### src/shared/vic_pkg.sv
/*
 * Shared constants and types for the vectored interrupt controller:
 * source counts, vector table layout, control field positions and
 * fixed latencies.
 * Assumes program memory is word addressed with 24-bit entries.
 */
package vic_pkg;

   // ==========================================================
   // Source counts and widths
   // ==========================================================
   localparam int VIC_NUM_TRAP = 8;
   localparam int VIC_NUM_IRQ = 118;
   localparam int VIC_NUM_VEC = VIC_NUM_TRAP + VIC_NUM_IRQ;
   localparam int VIC_SLOT_W = 7;
   localparam int VIC_PRI_W = 3;
   localparam int VIC_LVL_W = 4;
   localparam int VIC_ADDR_W = 24;
   localparam int VIC_BOOT_SEGMENT_LIMIT_W = 13;
   localparam int VIC_CFG_W = 16;

   // ==========================================================
   // Priority levels
   // ==========================================================
   // Traps sit above the seven user levels; zero disables a source
   localparam logic [VIC_LVL_W-1:0] VIC_TRAP_LVL = 4'h8;
   localparam logic [VIC_LVL_W-1:0] VIC_LVL_NONE = 4'h0;

   // ==========================================================
   // Vector table layout
   // ==========================================================
   localparam logic [VIC_ADDR_W-1:0] VIC_PRIMARY_BASE = 24'h000004;
   localparam int VIC_SLOT_SHIFT = 1;
   localparam int VIC_ALT_PAGE_SHIFT = 11;
   localparam logic [VIC_ADDR_W-1:0] VIC_RESET_ADDR = 24'h000000;

   // ==========================================================
   // Control field positions
   // ==========================================================
   localparam int VIC_ALT_EN_BIT = 8;
   localparam int VIC_ALT_PERMIT_BIT = 15;

   // ==========================================================
   // Fixed latencies in clock cycles
   // ==========================================================
   localparam int VIC_PM_LAT = 1;
   localparam int VIC_RET_LAT = 2;

   // ==========================================================
   // Types
   // ==========================================================
   typedef logic [VIC_PRI_W-1:0] vic_pri_type;
   typedef logic [VIC_LVL_W-1:0] vic_lvl_type;

   typedef struct packed {
      logic [VIC_ADDR_W-1:0] addr;
      vic_lvl_type level;
      logic [VIC_SLOT_W-1:0] slot;
   } vic_vector_type;

   typedef struct packed {
      logic alt_enable;
      logic alt_permit;
      logic boot_defined;
      logic [VIC_BOOT_SEGMENT_LIMIT_W-1:0] boot_limit;
   } vic_cfg_type;

endpackage

### src/verilog/vic_arbiter.sv
/*
 * Combinational priority arbiter: picks the pending source with the
 * highest effective level, lowest slot first on a tie.
 * Assumes pending and level inputs are stable within the clock domain.
 */
`timescale 1ns/1ns
`default_nettype none

module vic_arbiter
   import vic_pkg::*;
#(
   parameter int NUM_TRAP = VIC_NUM_TRAP,
   parameter int NUM_IRQ = VIC_NUM_IRQ
) (
   input wire logic [NUM_TRAP-1:0] trap_pend,
   input wire logic [NUM_IRQ-1:0] irq_pend,
   input wire vic_pri_type [NUM_IRQ-1:0] irq_level,
   input wire vic_pri_type cpu_level,
   output logic win_valid,
   output logic [VIC_SLOT_W-1:0] win_slot,
   output vic_lvl_type win_level
);

   localparam int NUM_VEC = NUM_TRAP + NUM_IRQ;

   vic_lvl_type eff_lvl [NUM_VEC];
   logic [NUM_VEC-1:0] eligible;

   // ==========================================================
   // Effective level per slot
   // ==========================================================
   for (genvar i = 0; i < NUM_VEC; i++) begin : g_slot
      if (i < NUM_TRAP) begin : g_trap
         // Traps cannot be masked by the core level
         assign eff_lvl[i] = trap_pend[i] ? VIC_TRAP_LVL : VIC_LVL_NONE;
      end else begin : g_irq
         assign eff_lvl[i] = irq_pend[i-NUM_TRAP] ?
            {1'b0, irq_level[i-NUM_TRAP]} : VIC_LVL_NONE;
      end
      assign eligible[i] = eff_lvl[i] > {1'b0, cpu_level};
   end

   // ==========================================================
   // Selection
   // ==========================================================
   // Scanning downward with >= lets the lower slot win a tie
   always_comb begin
      win_valid = 1'b0;
      win_slot = '0;
      win_level = VIC_LVL_NONE;
      for (int i = NUM_VEC - 1; i >= 0; i--) begin
         if (eligible[i] && eff_lvl[i] >= win_level) begin
            win_valid = 1'b1;
            win_slot = VIC_SLOT_W'(i);
            win_level = eff_lvl[i];
         end
      end
   end

endmodule // vic_arbiter

`default_nettype wire

### src/verilog/vic_top.sv
/*
 * Vectored interrupt controller top: merges trap and peripheral
 * requests into one core request, fetches the handler address from
 * the primary or alternate vector table and times entry and return.
 * Assumes requests, levels and configuration come from logic on clk,
 * and that program memory answers a read after a fixed latency.
 */
`timescale 1ns/1ns
`default_nettype none

module vic_top
   import vic_pkg::*;
#(
   parameter int NUM_TRAP = VIC_NUM_TRAP,
   parameter int NUM_IRQ = VIC_NUM_IRQ,
   parameter int PM_LAT = VIC_PM_LAT,
   parameter int RET_LAT = VIC_RET_LAT
) (
   input wire logic clk,
   input wire logic rst_n,
   input wire logic ce,
   input wire logic [NUM_TRAP-1:0] trap_pend,
   input wire logic [NUM_IRQ-1:0] irq_pend,
   input wire vic_pri_type [NUM_IRQ-1:0] irq_level,
   input wire vic_pri_type cpu_level,
   input wire logic [VIC_CFG_W-1:0] interrupt_control_second,
   input wire logic [VIC_CFG_W-1:0] security_config_word,
   input wire logic boot_segment_defined,
   input wire logic [VIC_BOOT_SEGMENT_LIMIT_W-1:0] boot_segment_limit,
   input wire logic core_ack,
   input wire logic core_return,
   input wire logic [VIC_ADDR_W-1:0] pm_rd_data,
   output logic core_irq,
   output vic_lvl_type core_irq_level,
   output vic_vector_type core_vec,
   output logic core_vec_valid,
   output logic core_ret_done,
   output logic pm_rd_en,
   output logic [VIC_ADDR_W-1:0] pm_rd_addr,
   output logic alt_active,
   output logic in_service
);

   localparam int CNT_W = 8;

   // ==========================================================
   // Elaboration checks
   // ==========================================================
   if (NUM_TRAP < 1 || NUM_TRAP > 8) begin : g_bad_trap
      $error("vic_top: NUM_TRAP must be 1..8");
   end
   if (NUM_IRQ < 1 || NUM_TRAP + NUM_IRQ > (1 << VIC_SLOT_W)) begin : g_bad_irq
      $error("vic_top: too many vector slots");
   end
   if (PM_LAT < 1 || PM_LAT > 255) begin : g_bad_pm
      $error("vic_top: PM_LAT must be 1..255");
   end
   if (RET_LAT < 1 || RET_LAT > 255) begin : g_bad_ret
      $error("vic_top: RET_LAT must be 1..255");
   end

   // ==========================================================
   // Declarations
   // ==========================================================
   typedef enum logic [2:0] {
      ST_IDLE,
      ST_REQ,
      ST_FETCH,
      ST_SERVE,
      ST_RET
   } vic_state_type;

   vic_state_type state_ff;
   vic_state_type nxt_state;
   vic_cfg_type cfg;
   logic alt_sel;
   logic [VIC_ADDR_W-1:0] alt_base;
   logic [VIC_ADDR_W-1:0] table_base;
   logic [VIC_ADDR_W-1:0] slot_offset;
   logic win_valid;
   logic [VIC_SLOT_W-1:0] win_slot;
   vic_lvl_type win_level;
   logic [VIC_SLOT_W-1:0] slot_ff;
   vic_lvl_type level_ff;
   logic [CNT_W-1:0] cnt_ff;
   logic core_irq_ff;
   vic_lvl_type core_irq_level_ff;
   vic_vector_type core_vec_ff;
   logic core_vec_valid_ff;
   logic core_ret_done_ff;
   logic pm_rd_en_ff;
   logic [VIC_ADDR_W-1:0] pm_rd_addr_ff;
   logic alt_active_ff;
   logic in_service_ff;
   logic accept;
   logic fetch_done;
   logic ret_last;

   // ==========================================================
   // Table selection
   // ==========================================================
   assign cfg.alt_enable = interrupt_control_second[VIC_ALT_EN_BIT];
   assign cfg.alt_permit = security_config_word[VIC_ALT_PERMIT_BIT];
   assign cfg.boot_defined = boot_segment_defined;
   assign cfg.boot_limit = boot_segment_limit;

   // All three must hold; any one missing falls back to primary
   assign alt_sel = cfg.alt_enable && cfg.alt_permit &&
                    cfg.boot_defined;

   // Start of the last boot segment page
   assign alt_base = {cfg.boot_limit - 13'h0001,
                      {VIC_ALT_PAGE_SHIFT{1'b0}}};

   assign table_base = alt_sel ? alt_base : VIC_PRIMARY_BASE;

   // Same slot spacing for both tables
   assign slot_offset = VIC_ADDR_W'(slot_ff) << VIC_SLOT_SHIFT;

   // ==========================================================
   // Arbitration
   // ==========================================================
   vic_arbiter #(
      .NUM_TRAP(NUM_TRAP),
      .NUM_IRQ(NUM_IRQ)
   ) u_arbiter (
      .trap_pend(trap_pend),
      .irq_pend(irq_pend),
      .irq_level(irq_level),
      .cpu_level(cpu_level),
      .win_valid(win_valid),
      .win_slot(win_slot),
      .win_level(win_level)
   );

   // ==========================================================
   // Sequence control
   // ==========================================================
   assign accept = (state_ff == ST_REQ) && core_ack;
   assign fetch_done = (state_ff == ST_FETCH) && (cnt_ff == '0);
   assign ret_last = (state_ff == ST_RET) && (cnt_ff == 8'h01);

   always_comb begin
      nxt_state = state_ff;
      unique case (state_ff)
         ST_IDLE: begin
            if (win_valid) begin
               nxt_state = ST_REQ;
            end
         end
         ST_REQ: begin
            // Acknowledge beats a request that vanishes the same cycle
            if (core_ack) begin
               nxt_state = ST_FETCH;
            end else if (!win_valid) begin
               nxt_state = ST_IDLE;
            end
         end
         ST_FETCH: begin
            if (cnt_ff == '0) begin
               nxt_state = ST_SERVE;
            end
         end
         ST_SERVE: begin
            if (core_return) begin
               nxt_state = ST_RET;
            end
         end
         ST_RET: begin
            if (cnt_ff == 8'h01) begin
               nxt_state = ST_IDLE;
            end
         end
      endcase
   end

   always_ff @(posedge clk) begin
      if (!rst_n) begin
         state_ff <= ST_IDLE;
      end else if (ce) begin
         state_ff <= nxt_state;
      end
   end

   // ==========================================================
   // Winner latch
   // ==========================================================
   // Tracks the arbiter until the core takes it, so a higher source
   // arriving before the acknowledge still preempts the offer
   always_ff @(posedge clk) begin
      if (!rst_n) begin
         slot_ff <= '0;
         level_ff <= VIC_LVL_NONE;
      end else if (ce) begin
         if ((state_ff == ST_IDLE || state_ff == ST_REQ) && !core_ack &&
             win_valid) begin
            slot_ff <= win_slot;
            level_ff <= win_level;
         end
      end
   end

   // ==========================================================
   // Latency counter
   // ==========================================================
   // Counts are loaded from constants, never from the source
   always_ff @(posedge clk) begin
      if (!rst_n) begin
         cnt_ff <= '0;
      end else if (ce) begin
         if (accept) begin
            cnt_ff <= CNT_W'(PM_LAT);
         end else if (state_ff == ST_SERVE && core_return) begin
            cnt_ff <= CNT_W'(RET_LAT);
         end else if (cnt_ff != '0) begin
            cnt_ff <= cnt_ff - 8'h01;
         end
      end
   end

   // ==========================================================
   // Core request
   // ==========================================================
   always_ff @(posedge clk) begin
      if (!rst_n) begin
         core_irq_ff <= 1'b0;
         core_irq_level_ff <= VIC_LVL_NONE;
      end else if (ce) begin
         core_irq_ff <= (nxt_state == ST_REQ);
         if (nxt_state == ST_REQ && win_valid && !core_ack) begin
            core_irq_level_ff <= win_level;
         end else if (nxt_state != ST_REQ) begin
            core_irq_level_ff <= VIC_LVL_NONE;
         end
      end
   end

   // ==========================================================
   // Vector fetch
   // ==========================================================
   always_ff @(posedge clk) begin
      if (!rst_n) begin
         pm_rd_en_ff <= 1'b0;
         pm_rd_addr_ff <= VIC_RESET_ADDR;
      end else if (ce) begin
         pm_rd_en_ff <= accept;
         if (accept) begin
            pm_rd_addr_ff <= table_base + slot_offset;
         end
      end
   end

   always_ff @(posedge clk) begin
      if (!rst_n) begin
         core_vec_ff <= '{addr: VIC_RESET_ADDR, level: VIC_LVL_NONE,
                          slot: '0};
         core_vec_valid_ff <= 1'b0;
      end else if (ce) begin
         core_vec_valid_ff <= fetch_done;
         if (fetch_done) begin
            core_vec_ff.addr <= pm_rd_data;
            core_vec_ff.level <= level_ff;
            core_vec_ff.slot <= slot_ff;
         end
      end
   end

   // ==========================================================
   // Service and return
   // ==========================================================
   always_ff @(posedge clk) begin
      if (!rst_n) begin
         in_service_ff <= 1'b0;
         core_ret_done_ff <= 1'b0;
      end else if (ce) begin
         in_service_ff <= (nxt_state == ST_SERVE) ||
                          (nxt_state == ST_RET);
         core_ret_done_ff <= ret_last;
      end
   end

   // ==========================================================
   // Status
   // ==========================================================
   always_ff @(posedge clk) begin
      if (!rst_n) begin
         alt_active_ff <= 1'b0;
      end else if (ce) begin
         alt_active_ff <= alt_sel;
      end
   end

   // ==========================================================
   // Outputs
   // ==========================================================
   assign core_irq = core_irq_ff;
   assign core_irq_level = core_irq_level_ff;
   assign core_vec = core_vec_ff;
   assign core_vec_valid = core_vec_valid_ff;
   assign core_ret_done = core_ret_done_ff;
   assign pm_rd_en = pm_rd_en_ff;
   assign pm_rd_addr = pm_rd_addr_ff;
   assign alt_active = alt_active_ff;
   assign in_service = in_service_ff;

endmodule // vic_top

`default_nettype wire

### config.mk
export PLATFORM = sky130hd
export DESIGN_NAME = vic_top
export DESIGN_NICKNAME = d
export VERILOG_FILES = /design/src/shared/vic_pkg.sv /design/src/verilog/vic_arbiter.sv /design/src/verilog/vic_top.sv
export SDC_FILE = /design/constraint.sdc
export NUM_CORES = 2
export LEC_CHECK = 0
export BUFFER_PORTS_ARGS = -buffer_cell sky130_fd_sc_hd__clkbuf_2
export CELL_PAD_IN_SITES_DETAIL_PLACEMENT = 0
export CELL_PAD_IN_SITES_GLOBAL_PLACEMENT = 1
export CORE_AREA = 3 3 330 332
export CTS_CLUSTER_DIAMETER = 30
export DETAILED_ROUTE_END_ITERATION = 10
export DIE_AREA = 0 0 333 335
export PLACE_DENSITY_LB_ADDON = 0.08
export SYNTH_ARGS = -nofsm -noshare
export SYNTH_HDL_FRONTEND = slang
export SYNTH_SLANG_ARGS = --single-unit
export TNS_END_PERCENT = 30
### constraint.sdc
create_clock -name clk -period 174.4 [get_ports clk]
set_clock_uncertainty 0.2 [all_clocks]
set_input_delay 8.72 -clock clk [delete_from_list [all_inputs] [get_ports clk]]
set_output_delay 8.72 -clock clk [all_outputs]
set_load 0.03 [all_outputs]
==> summary.txt <==
Synthesis
  • Synth Flop Type: dfxtp_1
  • Yosys warns: 0
  • Mapped Area: 31730 sq um
  • Post-synthesis cell count: 4600
  • Average footprint of a synthesized cell: 6.899 sq um
  • Synth unique cells: 130
  • Ys async rst share: 0%
  • Synthesized flop and latch total: 88
  • Seq/Total Area, Yosys: 5.551%
  • Number of enable flip-flop cells after synthesis: 0

Setup path
  • CP Capture Type: register
  • Worst reg-to-reg setup slack: 171.70 ns
  • CP bufs+invs: 107
  • CP Launch Point: irq_pend[117]
  • Worst setup SP type: input port
  • CP delay by family, top: compound AO/OA/AOI/OAI gates
  • Crit-path most repeated cell: ha_1
  • CP max-delay cell: nor3_1
  • R2r endpoint: cnt_ff[5]$_SDFFE_PN0P_
  • Reg-to-Reg Start: cnt_ff[3]$_SDFFE_PN0P_
  • R2R cell count: 9
  • Worst-path fanout max: 6
  • CP peak stage delay: 0.75 ns
  • Data arrival time of the critical path: 165.50 ns
  • Worst Path Required: 174.49 ns
  • Kind of critical path: input port to register

Routing
  • Vias: 37988
  • WL per Instance: 17.36 um
  • Avg Vias per Cell: 5.140
  • Drt first pass iters: 5
  • DRT antenna net count: 0
  • WL final: 128300 um
  • Number of remaining DRC errors: 0
  • Iteration-0 DRC Markers: 1680

Timing
  • Slew Limit Fails: 0
  • Fmax: 0.006045 GHz
  • Period utilization: 94.85%
  • Hold Fails Final Rpt: 0
  • Final setup viols: 0
  • Actual slew at the worst max-slew pin: 1.044 ns
  • Tmin final: 165.41 ns
  • WHS: 0.2497 ns
  • Max_slew headroom: 29.52%
  • Final setup margin: 8.988 ns

Clocking
  • Clock Root Buffer: clkbuf_16
  • Clk Latency, worst-skew pair: 0.34 ns
  • CTS clock-pin slew for the worst setup and hold paths: 0.06 ns
  • CTS Hold Bufs: 0
  • CTS Buf Count: 9
  • CTS tree: yes
  • Clock tree buffer depth: 2
  • Clock sink count: 88
  • H-tree depth: 3

Global route
  • Grt total ovfl: 0
  • First-pass GRT wire length: 191800 um
  • Global Route Usage Sum: 21.17%
  • Pin count of the biggest net entering global routing: 65
  • Vias in the first global route: 35163
  • Initial antenna violation count: 10

Hold path
  • Min-delay src: core_vec[16]$_SDFFE_PN0P_
  • Hold depth: 2
  • Min-Delay Path Class: register to register
  • WHS Endpoint: core_vec[16]$_SDFFE_PN0P_

Die
  • Area of the die: 111600 sq um
  • Num rows: 120
  • IO Pins: 627
  • Chip Height: 335 um
  • Starting density of the core: 29.77%
  • Die Wd: 333 um
  • Core area: 106600 sq um

Placed design
  • Hpwl dp: 108200 um
  • IO buf count: 593
  • Pre-CTS WS: -2.354 ns
  • Gpl congestion: 0.8566

Outcome
  • Outcome: finished, final reports clean

Layout
  • Layout area overhead: 44.77%
  • Fillers: 11383
  • Fraction of layout cells with a size suffix above 1: 35.35%
  • Nets: 7140

Job
  • Max-Cap Viols: 0
==> worst max path at each step <==
stage	end	slack, ns	cells past startpoint
floorplan	core_irq_level[2]$_SDFFE_PN0P_	3.69	1204
global placement	core_irq_level[1]$_SDFFE_PN0P_	-2.75	1202
detailed placement	core_irq_level[2]$_SDFFE_PN0P_	-2.35	1166
CTS	slot_ff[2]$_SDFFE_PN0P_	0.02	1154
global route	core_irq_level[3]$_SDFFE_PN0P_	-1.08	1153
finish	core_irq_level[1]$_SDFFE_PN0P_	8.99	1154
==> state kept, by name, indices dropped and copies added, names as in the netlist <==
register        flops
alt_active          1
core_irq_level      4
cnt_ff              8
state_ff            3
pm_rd_addr         21
in_service          1
core_vec_valid      1
slot_ff             7
core_irq            1
core_vec           35
pm_rd_en            1
core_ret_done       1
level_ff            4
==> tightest hold or removal path, delay by kind of cell (launching register included) <==
| kind | cells | cell delay, ns |
|---|---|---|
| flops | 1 | 0.31 |
| simple gates | 1 | 0.05 |
| compound gates | 1 | 0.05 |
==> stage by stage <==
stage	TNS [ns]	std cells	util, %	instance area, sq um
floorplan	0	4602	-	31740
finish	0	7391	43.10	45940
detailed placement	-41.67	7208	38.73	41280
CTS	0	7229	39.19	41780
global route	-17.66	7390	43.09	45940
global placement	-49.94	7208	38.73	41280
==> cell families (layout without fill, tap and decap cells) <==
logic type | Yosys count | count (layout) | share of synthesized area [%]
multiplexers | 52 | 52 | 1.743
flip-flops | 88 | 88 | 5.551
adder cells (fa/ha/maj) | 614 | 614 | 24.12
other | 1 | 8 | 0.01182
AND/OR/NAND/NOR | 1793 | 1793 | 27.26
XOR/XNOR | 17 | 17 | 0.4692
AO/OA/AOI/OAI | 1605 | 1605 | 35.55
buffers and inverters | 430 | 1811 | 5.295
==> synthesized netlist by cell type, types with 38 or more instances <==
library cell | n | area, sq um
a211oi_1 | 45 | 337.8
a21o_1 | 140 | 1051
a21oi_1 | 369 | 1847
a31oi_1 | 152 | 950.9
and2_1 | 175 | 1095
and3_1 | 57 | 356.6
clkbuf_1 | 46 | 172.7
dfxtp_1 | 88 | 1762
ha_1 | 603 | 7545
inv_1 | 364 | 1366
nand2_1 | 655 | 2459
nand2b_1 | 110 | 688.2
nand3_1 | 118 | 590.6
nor2_1 | 343 | 1287
nor2b_1 | 115 | 719.4
nor3_1 | 56 | 280.3
o211ai_1 | 72 | 540.5
o21a_1 | 95 | 713.2
o21ai_0 | 246 | 1231
o31ai_1 | 38 | 285.3
==> cells in the final DEF, fill, tap and decap left out, types with 22 or more instances in the layout <==
master	n
buf_4	820
nand2_1	619
clkbuf_2	592
ha_1	569
inv_1	349
a21oi_1	318
nor2_1	315
o21ai_0	158
and2_1	155
a21o_1	139
a31oi_1	135
nand3_1	109
o21a_1	92
dfxtp_1	88
nand2b_1	78
o211ai_1	72
nor2b_1	67
o21ai_1	64
a21oi_2	54
and3_1	50
o21ai_2	48
nor3_1	46
nor2b_2	40
nand2_2	34
a211oi_1	33
nand2b_4	32
o211a_1	31
ha_4	27
or2_2	22
==> per-layer routing <==
metal,GRT usage [%],wire length [um],vias to the layer above
met5,0,58,-
met4,3.247,1815,8
met2,36.99,61730,563
met1,28.94,61110,17553
met3,1.474,3618,81
li1,-,-,19783
==> repair_timing <==
action	in CTS	in global routing
pin swaps	6	342
gates resized for setup	45	702
setup endpoints to repair	20	20
setup buffers	6	157
==> layout make-up <==
cell class | count | area, sq um | area share, %
Timing Repair Buffer | 1431 | 9359 | 20.37
Multi-Input combinational cell | 4084 | 31400 | 68.34
Antenna cell | 5 | 12.51 | 0.02724
Tap cell | 1403 | 1755 | 3.821
Inverter | 365 | 1380 | 3.004
Clock buffer | 13 | 260.3 | 0.5665
Sequential cell | 88 | 1762 | 3.835
Clock inverter | 2 | 13.76 | 0.02996
Power is left out: the tool's default activity adds up to more than one toggle a clock period on the data nets, which glitch-free logic cannot reach.
